**src/core/frp_pkg.sv**
```systemverilog
// Flash rewrite-protect constants: register map, fields, blocks, identity, timing.
// Assumes a 40 MHz core clock and 20-bit byte addresses.
package frp_pkg;

   // Register byte offsets on the APB
   localparam logic [7:0] CTRL0_OFS  = 8'h00;
   localparam logic [7:0] CTRL1_OFS  = 8'h04;
   localparam logic [7:0] CTRL4_OFS  = 8'h08;
   localparam logic [7:0] CMD_OFS    = 8'h0C;
   localparam logic [7:0] ADDR_OFS   = 8'h10;
   localparam logic [7:0] WDATA_OFS  = 8'h14;
   localparam logic [7:0] STATUS_OFS = 8'h18;

   // flash_control_reg0 fields
   localparam int C0_READY   = 0;
   localparam int C0_CPU_EN  = 1;
   localparam int C0_LOW_EN  = 2;
   localparam int C0_PERR    = 6;
   localparam int C0_EERR    = 7;
   // flash_control_reg1 fields
   localparam int C1_MODE    = 1;
   localparam int C1_LOCK0   = 5;
   localparam int C1_LOCK1   = 6;
   // flash_control_reg4 fields
   localparam int C4_SUSP_EN = 0;
   localparam int C4_ESREQ   = 1;
   localparam int C4_PSREQ   = 2;
   localparam int C4_EBUSY   = 3;
   localparam int C4_PBUSY   = 4;
   localparam int C4_RD_EN   = 6;
   // Status register fields
   localparam int ST_PERR    = 4;
   localparam int ST_EERR    = 5;
   localparam int ST_READY   = 7;

   // Reset value of the lock bits: both blocks locked
   localparam logic RST_LOCK = 1'b1;

   // Command codes written to the command register
   localparam logic [2:0] CMD_PROGRAM  = 3'h1;
   localparam logic [2:0] CMD_ERASE    = 3'h2;
   localparam logic [2:0] CMD_RD_STAT  = 3'h3;
   localparam logic [2:0] CMD_CLR_STAT = 3'h4;
   localparam logic [2:0] CMD_RD_ARRAY = 3'h5;

   // Block map (byte addresses)
   localparam logic [19:0] USER_LO     = 20'h0_C000;
   localparam logic [19:0] USER_HI     = 20'h0_FFFF;
   localparam logic [19:0] BLK1_LO     = 20'h0_C000;
   localparam logic [19:0] BLK1_HI     = 20'h0_DFFF;
   localparam logic [19:0] BLK0_LO     = 20'h0_E000;
   localparam logic [19:0] BLK0_HI     = 20'h0_FFFF;
   localparam logic [19:0] OPT_ADDR    = 20'h0_FFFF;
   localparam logic [1:0]  BLK_0       = 2'h0;
   localparam logic [1:0]  BLK_1       = 2'h1;
   localparam logic [1:0]  BLK_OTHER   = 2'h2;
   localparam logic [1:0]  BLK_OUTSIDE = 2'h3;

   // Identity byte locations, first to last
   localparam int ID_COUNT = 7;
   localparam logic [19:0] ID_ADDR [ID_COUNT] = '{20'h0_FFDF, 20'h0_FFE3, 20'h0_FFEB, 20'h0_FFEB,
                                                  20'h0_FFEF, 20'h0_FFF7, 20'h0_FFFB};
   localparam logic [7:0]  ERASED_BYTE = 8'hFF;

   // Option byte fields
   localparam int OPT_PROTECT = 0;
   localparam int OPT_CONFIRM = 1;

   // Timing
   localparam int CLK_MHZ       = 40;
   localparam int PROG_TIME_US  = 50;
   localparam int ERASE_TIME_MS = 300;
   localparam logic [23:0] PROG_CYC  = 24'(PROG_TIME_US * CLK_MHZ);
   localparam logic [23:0] ERASE_CYC = 24'(ERASE_TIME_MS * 1000 * CLK_MHZ);

   typedef enum logic [2:0] {
      ST_IDLE       = 3'b000,
      ST_PROG       = 3'b001,
      ST_PROG_SUSP  = 3'b011,
      ST_ERASE      = 3'b100,
      ST_ERASE_SUSP = 3'b101
   } frp_state_type;

endpackage

```
**src/core/frp_ctrl.sv**
```systemverilog
// Flash rewrite and protect controller: APB registers, program/erase sequencer, suspend.
// Assumes an array macro that follows the level enables, and straps and identity given.
//
// Notes on behaviour
// Blocks 0/1 need master enable 1 and own lock 0.
// Boot area shares user addresses; mode selects it.
// Serial mode, non-blank: identity mismatch ignores later commands.
// Identity is seven bytes at fixed locations, first to last.
// Protect 0 with confirm 1 bars parallel read and write.
// Only CPU or serial erase of option block lifts protection; the code starts no erase in serial mode.
// Option byte reads all ones after its block is erased.
// Software programs and erases user-area blocks only.
// Interrupt during erase pauses it; user area readable.
// Interrupt during program pauses it; user area readable.
// First mode runs from RAM; second may run from flash.
// Second mode: no rewrite of running block, no status read.
// After operation: first mode status read, second array read.
// Second mode holds CPU and ports during operation.
// Ready and error flags in control reg; status copy first mode.
// Erase suspend: software request first mode, interrupt second.
// Program suspend: software request first mode, interrupt second.
// Option byte programmed once only.
// Mode bit selects second mode after rewrite enable.
// Ready 0 during program, erase and suspend; else 1.
// Read-enable 0 while executing, 1 in suspend.
// Software clears suspend request to resume.
// Command to locked block changes nothing; stays idle.
// Blank when all identity bytes read all ones.
//
// Our own choices: the APB interface to the registers and the register addresses.
`timescale 1ns/1ps
`default_nettype none

module frp_ctrl #(
   parameter logic [23:0] ERASE_CYCLES = frp_pkg::ERASE_CYC  // Erase duration in cycles
) (
   input  wire logic        core_clk, // Clock, 40 MHz
   input  wire logic        rst, // Sync reset
   input  wire logic        psel, // APB select
   input  wire logic        penable, // APB access
   input  wire logic        pwrite, // APB write
   input  wire logic [7:0]  paddr, // APB address
   input  wire logic [31:0] pwdata, // APB write data
   output logic      [31:0] prdata, // APB read data
   output logic             pready, // APB ready
   output logic             pslverr, // Unmapped address
   input  wire logic        irq_req, // Enabled interrupt
   input  wire logic [19:0] cpu_fetch_addr, // CPU fetch address
   input  wire logic        boot_mode, // Serial mode strap
   input  wire logic        parallel_mode, // Parallel strap
   input  wire logic [7:0]  option_byte, // Option byte
   input  wire logic [55:0] stored_id, // Identity, first low
   input  wire logic        id_rx_valid, // Identity byte in
   input  wire logic [7:0]  id_rx_byte, // Its value
   input  wire logic        arr_fail, // Verify failure
   output logic             arr_prog_en, // Program enable
   output logic             arr_erase_en, // Erase enable
   output logic             arr_suspend, // Paused
   output logic      [19:0] arr_addr, // Target address
   output logic      [7:0]  arr_wdata, // Program data
   output logic             read_status_mode, // Status reads
   output logic             boot_area_sel, // Boot area mapped
   output logic             cpu_hold, // CPU and ports held
   output logic             serial_cmd_enable, // Serial commands open
   output logic             parallel_protect // Parallel barred
);

   ////////////////////////////////////////
   // Functions

   function automatic logic [1:0] block_of(input logic [19:0] a);
      if (a >= frp_pkg::BLK0_LO && a <= frp_pkg::BLK0_HI) begin
         return frp_pkg::BLK_0;
      end else if (a >= frp_pkg::BLK1_LO && a <= frp_pkg::BLK1_HI) begin
         return frp_pkg::BLK_1;
      end else if (a >= frp_pkg::USER_LO && a <= frp_pkg::USER_HI) begin
         return frp_pkg::BLK_OTHER;
      end else begin
         return frp_pkg::BLK_OUTSIDE;
      end
   endfunction

   function automatic logic [7:0] id_byte(input logic [55:0] ids, input logic [2:0] idx);
      return ids[8*idx +: 8];
   endfunction

   ////////////////////////////////////////
   // State

   frp_pkg::frp_state_type state_ff, nxt_state;
   logic [23:0] cnt_ff, nxt_cnt;
   logic        cpu_en_ff, low_en_ff, mode_ff, lock0_ff, lock1_ff;
   logic        susp_en_ff, esreq_ff, psreq_ff, nxt_esreq, nxt_psreq;
   logic        perr_ff, eerr_ff, nxt_perr, nxt_eerr;
   logic [19:0] addr_ff;
   logic [7:0]  wdata_ff;
   logic        rsm_ff, nxt_rsm;
   logic        opt_erased_ff;
   logic [2:0]  id_idx_ff;
   logic        id_bad_ff;
   logic        boot_ff;
   logic [31:0] prdata_ff;

   ////////////////////////////////////////
   // APB decode

   wire wr_strobe = psel & penable & pwrite;
   wire setup     = psel & ~penable;
   wire hit_c0    = (paddr == frp_pkg::CTRL0_OFS);
   wire hit_c1    = (paddr == frp_pkg::CTRL1_OFS);
   wire hit_c4    = (paddr == frp_pkg::CTRL4_OFS);
   wire hit_cmd   = (paddr == frp_pkg::CMD_OFS);
   wire hit_addr  = (paddr == frp_pkg::ADDR_OFS);
   wire hit_wdat  = (paddr == frp_pkg::WDATA_OFS);
   wire hit_stat  = (paddr == frp_pkg::STATUS_OFS);
   wire mapped    = hit_c0 | hit_c1 | hit_c4 | hit_cmd | hit_addr | hit_wdat | hit_stat;
   wire wr_c0     = wr_strobe & hit_c0;
   wire wr_c1     = wr_strobe & hit_c1;
   wire wr_c4     = wr_strobe & hit_c4;
   wire wr_cmd    = wr_strobe & hit_cmd;

   ////////////////////////////////////////
   // Status views

   wire ew1       = cpu_en_ff & mode_ff;
   wire idle      = (state_ff == frp_pkg::ST_IDLE);
   wire prog_run  = (state_ff == frp_pkg::ST_PROG);
   wire erase_run = (state_ff == frp_pkg::ST_ERASE);
   wire prog_busy = prog_run | (state_ff == frp_pkg::ST_PROG_SUSP);
   wire erase_busy = erase_run | (state_ff == frp_pkg::ST_ERASE_SUSP);
   // ready flag
   wire ready_flag = idle;
   // read-enable flag
   wire rd_en_flag = ~(prog_run | erase_run);

   wire [31:0] c0_view = {24'h00_0000, eerr_ff, perr_ff, 3'b000, low_en_ff, cpu_en_ff, ready_flag};
   wire [31:0] c1_view = {25'h000_0000, lock1_ff, lock0_ff, 3'b000, mode_ff, 1'b0};
   wire [31:0] c4_view = {25'h000_0000, rd_en_flag, 1'b0, prog_busy, erase_busy,
                          psreq_ff, esreq_ff, susp_en_ff};
   // status register copy only in first mode
   wire [31:0] st_view = ew1 ? 32'h0000_0000 :
                         {24'h00_0000, ready_flag, 1'b0, eerr_ff, perr_ff, 4'h0};
   wire [31:0] rd_mux  = hit_c0   ? c0_view :
                         hit_c1   ? c1_view :
                         hit_c4   ? c4_view :
                         hit_addr ? {12'h000, addr_ff} :
                         hit_wdat ? {24'h00_0000, wdata_ff} :
                         hit_stat ? st_view : 32'h0000_0000;

   ////////////////////////////////////////
   // Command acceptance

   wire [2:0] cmd_code  = pwdata[2:0];
   wire [1:0] tgt_blk   = block_of(addr_ff);
   // low block gating
   wire blk_open = (tgt_blk == frp_pkg::BLK_OTHER) |
                   ((tgt_blk == frp_pkg::BLK_0) & low_en_ff & ~lock0_ff) |
                   ((tgt_blk == frp_pkg::BLK_1) & low_en_ff & ~lock1_ff);
   // running block excluded in second mode
   wire own_blk  = ew1 & (block_of(cpu_fetch_addr) == tgt_blk);
   // locked or illegal target is dropped
   wire target_ok = blk_open & ~own_blk & ~boot_ff;
   wire cmd_ok    = wr_cmd & cpu_en_ff & idle;
   wire start_prog  = cmd_ok & (cmd_code == frp_pkg::CMD_PROGRAM) & target_ok;
   wire start_erase = cmd_ok & (cmd_code == frp_pkg::CMD_ERASE) & target_ok;
   wire done        = (prog_run | erase_run) & (cnt_ff == 24'h00_0000);
   // erase of the option byte block
   wire opt_erase_done = erase_run & done & ~arr_fail &
                         (block_of(addr_ff) == block_of(frp_pkg::OPT_ADDR));

   ////////////////////////////////////////
   // Suspend requests

   // erase suspend request, interrupt sets it in second mode
   wire hw_esreq = ew1 & susp_en_ff & irq_req & erase_run;
   // program suspend request, interrupt sets it in second mode
   wire hw_psreq = ew1 & susp_en_ff & irq_req & prog_run;

   always_comb begin
      nxt_esreq = esreq_ff;
      nxt_psreq = psreq_ff;
      if (wr_c4) begin
         nxt_esreq = pwdata[frp_pkg::C4_ESREQ];
         nxt_psreq = pwdata[frp_pkg::C4_PSREQ];
      end
      if (done) begin
         nxt_esreq = 1'b0;
         nxt_psreq = 1'b0;
      end
      // Hardware set wins over a software clear in the same cycle
      if (hw_esreq) begin
         nxt_esreq = 1'b1;
      end
      if (hw_psreq) begin
         nxt_psreq = 1'b1;
      end
   end

   ////////////////////////////////////////
   // Sequencer

   always_comb begin
      nxt_state = state_ff;
      nxt_cnt   = cnt_ff;
      case (state_ff)
         frp_pkg::ST_IDLE: begin
            if (start_prog) begin
               nxt_state = frp_pkg::ST_PROG;
               nxt_cnt   = frp_pkg::PROG_CYC;
            end else if (start_erase) begin
               nxt_state = frp_pkg::ST_ERASE;
               nxt_cnt   = ERASE_CYCLES;
            end
         end
         frp_pkg::ST_PROG: begin
            if (done) begin
               nxt_state = frp_pkg::ST_IDLE;
            end else begin
               // The pausing cycle counts, so a suspend never stretches the run
               nxt_cnt = cnt_ff - 24'h00_0001;
               // pause program on request
               if (susp_en_ff & psreq_ff) begin
                  nxt_state = frp_pkg::ST_PROG_SUSP;
               end
            end
         end
         frp_pkg::ST_PROG_SUSP: begin
            // resume on cleared request
            if (~psreq_ff) begin
               nxt_state = frp_pkg::ST_PROG;
            end
         end
         frp_pkg::ST_ERASE: begin
            if (done) begin
               nxt_state = frp_pkg::ST_IDLE;
            end else begin
               nxt_cnt = cnt_ff - 24'h00_0001;
               // pause erase on request
               if (susp_en_ff & esreq_ff) begin
                  nxt_state = frp_pkg::ST_ERASE_SUSP;
               end
            end
         end
         frp_pkg::ST_ERASE_SUSP: begin
            if (~esreq_ff) begin
               nxt_state = frp_pkg::ST_ERASE;
            end
         end
         default: begin
            nxt_state = frp_pkg::ST_IDLE;
         end
      endcase
   end

   always_comb begin
      nxt_perr = perr_ff;
      nxt_eerr = eerr_ff;
      nxt_rsm  = rsm_ff;
      if (cmd_ok & (cmd_code == frp_pkg::CMD_CLR_STAT)) begin
         nxt_perr = 1'b0;
         nxt_eerr = 1'b0;
      end
      // status read command ignored in second mode
      if (cmd_ok & (cmd_code == frp_pkg::CMD_RD_STAT) & ~ew1) begin
         nxt_rsm = 1'b1;
      end
      if (cmd_ok & (cmd_code == frp_pkg::CMD_RD_ARRAY)) begin
         nxt_rsm = 1'b0;
      end
      // error flags from the array result
      if (done & prog_run & arr_fail) begin
         nxt_perr = 1'b1;
      end
      if (done & erase_run & arr_fail) begin
         nxt_eerr = 1'b1;
      end
      // state after the operation depends on mode
      if (done) begin
         nxt_rsm = ~ew1;
      end
      if (~cpu_en_ff) begin
         nxt_rsm = 1'b0;
      end
   end

   ////////////////////////////////////////
   // Registers

   always_ff @(posedge core_clk) begin
      if (rst) begin
         state_ff <= frp_pkg::ST_IDLE;
         cnt_ff   <= 24'h00_0000;
         esreq_ff <= 1'b0;
         psreq_ff <= 1'b0;
         perr_ff  <= 1'b0;
         eerr_ff  <= 1'b0;
         rsm_ff   <= 1'b0;
      end else begin
         state_ff <= nxt_state;
         cnt_ff   <= nxt_cnt;
         esreq_ff <= nxt_esreq;
         psreq_ff <= nxt_psreq;
         perr_ff  <= nxt_perr;
         eerr_ff  <= nxt_eerr;
         rsm_ff   <= nxt_rsm;
      end
   end

   always_ff @(posedge core_clk) begin
      if (rst) begin
         cpu_en_ff  <= 1'b0;
         low_en_ff  <= 1'b0;
         mode_ff    <= 1'b0;
         lock0_ff   <= frp_pkg::RST_LOCK;
         lock1_ff   <= frp_pkg::RST_LOCK;
         susp_en_ff <= 1'b0;
      end else begin
         if (wr_c0) begin
            cpu_en_ff <= pwdata[frp_pkg::C0_CPU_EN];
            low_en_ff <= pwdata[frp_pkg::C0_LOW_EN];
         end
         // mode bit takes 1 only once rewrite is enabled
         if (wr_c0 & ~pwdata[frp_pkg::C0_CPU_EN]) begin
            mode_ff <= 1'b0;
         end else if (wr_c1) begin
            mode_ff <= pwdata[frp_pkg::C1_MODE] & cpu_en_ff;
         end
         if (wr_c1) begin
            lock0_ff <= pwdata[frp_pkg::C1_LOCK0];
            lock1_ff <= pwdata[frp_pkg::C1_LOCK1];
         end
         if (wr_c4) begin
            susp_en_ff <= pwdata[frp_pkg::C4_SUSP_EN];
         end
      end
   end

   // Target latches are frozen while an operation is in flight
   always_ff @(posedge core_clk) begin
      if (rst) begin
         addr_ff  <= 20'h0_0000;
         wdata_ff <= 8'h00;
      end else if (idle) begin
         if (wr_strobe & hit_addr) begin
            addr_ff <= pwdata[19:0];
         end
         if (wr_strobe & hit_wdat) begin
            wdata_ff <= pwdata[7:0];
         end
      end
   end

   always_ff @(posedge core_clk) begin
      if (rst) begin
         prdata_ff <= 32'h0000_0000;
      end else if (setup) begin
         prdata_ff <= pwrite ? 32'h0000_0000 : rd_mux;
      end
   end

   ////////////////////////////////////////
   // Protection

   // cleared only by a completed CPU erase; no erase starts in serial mode
   always_ff @(posedge core_clk) begin
      if (rst) begin
         opt_erased_ff <= 1'b0;
      end else if (opt_erase_done) begin
         opt_erased_ff <= 1'b1;
      end
   end

   // erased option byte reads all ones
   wire [7:0] opt_eff = opt_erased_ff ? frp_pkg::ERASED_BYTE : option_byte;
   // protect active on bit 0 and confirm 1
   wire protect_on = ~opt_eff[frp_pkg::OPT_PROTECT] & opt_eff[frp_pkg::OPT_CONFIRM];

   // blank when every identity byte is erased
   wire id_blank = (stored_id == {frp_pkg::ID_COUNT{frp_pkg::ERASED_BYTE}});
   wire id_full  = (id_idx_ff == 3'(frp_pkg::ID_COUNT));

   // received bytes compared in location order
   always_ff @(posedge core_clk) begin
      if (rst) begin
         id_idx_ff <= 3'h0;
         id_bad_ff <= 1'b0;
         boot_ff   <= 1'b0;
      end else begin
         boot_ff <= boot_mode;
         if (boot_mode & id_rx_valid & ~id_full) begin
            id_idx_ff <= id_idx_ff + 3'h1;
            // any mismatch is sticky
            if (id_rx_byte != id_byte(stored_id, id_idx_ff)) begin
               id_bad_ff <= 1'b1;
            end
         end
      end
   end

   ////////////////////////////////////////
   // Outputs

   assign prdata       = prdata_ff;
   assign pready       = 1'b1;
   assign pslverr      = psel & penable & ~mapped;
   assign arr_prog_en  = prog_busy;
   assign arr_erase_en = erase_busy;
   assign arr_suspend  = (state_ff == frp_pkg::ST_PROG_SUSP) | (state_ff == frp_pkg::ST_ERASE_SUSP);
   assign arr_addr     = addr_ff;
   assign arr_wdata    = wdata_ff;
   assign read_status_mode = rsm_ff;
   // boot area selected by operating mode
   assign boot_area_sel = boot_ff;
   // second mode holds CPU while running
   assign cpu_hold     = ew1 & (prog_run | erase_run);
   // commands gated by identity result
   assign serial_cmd_enable = boot_ff & (id_blank | (id_full & ~id_bad_ff));
   assign parallel_protect  = parallel_mode & protect_on;

endmodule // frp_ctrl

`default_nettype wire

```
**config.mk**
```make
export PLATFORM = sky130hd
export DESIGN_NAME = frp_ctrl
export DESIGN_NICKNAME = d
export VERILOG_FILES = /design/src/core/frp_pkg.sv /design/src/core/frp_ctrl.sv
export SDC_FILE = /design/constraint.sdc
export NUM_CORES = 1
export LEC_CHECK = 0
export BUFFER_PORTS_ARGS = -buffer_cell sky130_fd_sc_hd__buf_2
export CORE_UTILIZATION = 53
export DETAILED_ROUTE_END_ITERATION = 8
export PLACE_DENSITY_LB_ADDON = 0.15
export SLEW_MARGIN = 40
export SYNTH_ARGS = -nofsm -noshare
export SYNTH_HDL_FRONTEND = slang
export SYNTH_SLANG_ARGS = --single-unit
```
**constraint.sdc**
```tcl
create_clock -name core_clk -period 6.6 [get_ports core_clk]
set_input_delay 0.99 -clock core_clk [delete_from_list [all_inputs] [get_ports core_clk]]
set_output_delay 0.99 -clock core_clk [all_outputs]
set_load 0.05 [all_outputs]
```
==> impl_metrics.py <==
metrics = {
    "outcome": {
        "status": "finished clean",
    },
    "route": {
        "vias": 5191,
        "routed_wl_um": 14350,
        "viasPerCell": 5.820,
        "wl_per_cell_um": 16.09,
        "firstDrtPassIters": 7,
        "antenna_left": 0,
        "initialDrtViolationCount": 269,
        "drc": 0,
    },
    "grt": {
        "grt_first_pass_wirelength_um": 23090,
        "antenna_found_initial": 1,
        "first_global_vias": 4894,
        "overflow": 0,
        "grt_usage_pct": 28.57,
        "grt_max_degree": 75,
    },
    "floorplanning": {
        "start_util_pct": 55.83,
        "coreArea_mm2": 0.009415,
        "fp.dieArea_mm2": 0.01032,
        "num_rows": 35,
        "die_w_um": 101.6,
        "num_io_pins": 212,
        "fp.dieH_um": 101.6,
    },
    "timing": {
        "finalHoldViolCount": 0,
        "fin_crit_sh_pct": 52.31,
        "setup_viol": 0,
        "skew_ns": 0.01165,
        "worst_pin_slew_ns": 0.8024,
        "slew_headroom_pct": 46.51,
        "drv_slew": 0,
        "fmax_mhz": 289.6,
        "timing.setup.tns_ns": 0,
        "fin_crit_ns": 3.453,
        "rsz0062_at_grt": "false",
    },
    "final_layout": {
        "layout.cells.non_filler": 892,
        "area_growth_pct": 19.35,
        "multiInputGateArea_mm2": 0.003191,
        "nets": 902,
        "final_common_cell": "buf_2",
        "fill_cells": 839,
        "drive_above_1_share_pct": 28.87,
        "ff_latch_area_mm2": 0.001844,
        "layout_common_cells": "buf_2 (167), nor2_1 (93), dfxtp_1 (90)",
    },
    "clock_tree": {
        "root_buffer": "clkbuf_8",
        "postCtsSetupRepairBufs": 0,
        "h-tree-depth": 3,
        "ctsResizeCount": 0,
        "clk_path_buf_depth": 2,
        "cts_tree": "done",
        "cts.hold.buffers_added": 0,
        "cts_sinks": 92,
        "clk_pin_slew_ns": 0.09,
        "clk_latency_ns": 0.38,
        "cts_buffers": 9,
    },
    "power_and_ir_drop": {
        "ir_worst_vdd_mv": 0.1339,
        "power_density_mw_per_mm2": 168.5,
        "power.leakage_nw": 2.804,
    },
    "worst_setup_path": {
        "crit_path_top_delay_cell": "or4_2",
        "critPathLaunchType": "input port",
        "crit_required_ns": 6.83,
        "critPathCaptureType": "flop",
        "path_common_cell": "nor2_1",
        "worst-setup-path-type": "in -> reg",
        "crit_path_max_incr_delay_ns": 1.04,
        "worstPathCellList": "buf_2, or4_1, nor2_1, nand3b_1, or4_2, mux2i_1, nor2_1",
        "cp_max_fo": 20,
        "critPathArrivalTime_ns": 3.68,
    },
    "synthesis": {
        "yosysWarnings": 0,
        "ys_seq_area_share_pct": 35.04,
        "synth-main-ff-cell": "dfxtp_1",
        "ys_types": 62,
        "synth_edf_count": 0,
        "async_flop_share_pct": 0,
        "syn-cell-area_mm2": 0.005256,
        "synth_cells": 620,
        "ys_seq_elements": 92,
        "avgSynthCellArea_um2": 8.478,
    },
    "place": {
        "io_buffers": 167,
        "hpwl_um": 10690,
        "gp_congestion": 0.9018,
        "dp.cells": 875,
    },
    "hold_path": {
        "min_path_type": "reg -> reg",
    },
    "run": {
        "drv_cap": 0,
    },
}
worst paths after layout:
| path | endpoint | depth (start not counted) | start | slack, ns |
|---|---|---|---|---|
| worst max-delay path | arr_addr[10] | 7 | paddr[1] | 3.15 |
| worst min-delay path | id_bad_ff | 2 | id_bad_ff | 0.46 |
| worst max register to register | cnt_ff[21] | 9 | cnt_ff[0] | 3.39 |
| worst min register to register | id_bad_ff | 2 | id_bad_ff | 0.46 |
where the power goes:
part	total, mW	internal [mW]	switching, mW	leakage [nW]
Sequential	0.561	0.556	0.00509	0.742
Clock	0.378	0.174	0.204	0.0992
Combinational	0.118	0.0470	0.0711	1.96
worst max-delay path, delay by kind of cell:
family / cells / cell delay [ns]
buf+inv: 1 / 0.10
simple gates: 5 / 2.29
mux: 1 / 0.28
metrics by stage:
stage                     worst slack (ns)  power, mW  cell area (um2)  hold WS (ns)  util (%)
final                                3.147      1.057             6274        0.4557     66.63
after global routing                 2.934      1.095             6274        0.4902     66.63
after CTS                            3.192      1.063             6260        0.4610     66.49
after detailed placement             2.804     0.6914             6070        0.4365     64.47
after global placement               2.864     0.6881             6040        0.4311     64.15
after floorplan                      2.996     0.6448             5298        0.4161         -
metal layers:
layer | share of wire (%) | track usage, %
met1 | 42 | 34.73
met4 | 2.2 | 11.71
met3 | 6.2 | 6.487
met2 | 50 | 48.65
met5 | 0 | 0
state kept, by name (all words and copies together) (netlist names), 3 cells and up:
register   flops
cnt_ff        24
arr_addr      20
prdata        20
arr_wdata      8
id_idx_ff      3
state_ff       3
kinds of logic (layout without fill, tap and decap cells):
group                    count (synthesis)  in the layout  synth area share (%)
AND/OR/NAND/NOR                        260            260                 25.54
AO/OA/AOI/OAI                          111            111                 14.23
flip-flops                              92             92                 35.04
multiplexers                            70             70                 15.26
buffers and inverters                   63            194                 5.903
XOR/XNOR                                19             19                 3.166
adder cells (fa/ha/maj)                  3              3                0.7142
other                                    2             14                0.1429
synth_stat cells, drive strengths merged, types with 2 or more instances:
master  count  area (um2)
o21ai      26       130.1
nor3       19       100.1
clkbuf     34       127.6
nor2b       5       31.28
a311oi      4       41.29
a22oi      20       150.1
xor2       10       87.58
and2        3       18.77
o21a        4       30.03
ha          3       37.54
a211oi      2       15.01
nand3b     14       117.6
nand4b      2       17.52
dfxtp      92        1842
and3        4       25.02
a21oi      30       153.9
mux2i      61       610.6
mux4        8       180.2
a221o       3       30.03
buf        20       148.9
nor2       95       359.1
xnor2       9       78.83
o31ai       3       22.52
conb        2       7.510
nor4       13       100.1
nand2b      8       50.05
nand3      14       70.07
nand2      37       138.9
nor4b       2       17.52
nor3b       4       30.03
or2         2       12.52
or4         5       37.54
or3         8       50.05
o221a       6       67.56
nand4      22       137.6
a31oi       4       25.02
inv         9       33.78
final cells by class:
type                       count  share of cell area [%]
antenna                        1                 0.03989
clock buffer                   9                   1.974
clock inverter                 7                   1.057
inverter                       9                  0.5385
multi-input combinational    476                   50.86
sequential                    92                   29.40
tap                          129                   2.573
timing repair buffer         169                   13.56
(Power assumes the default switching activity.)
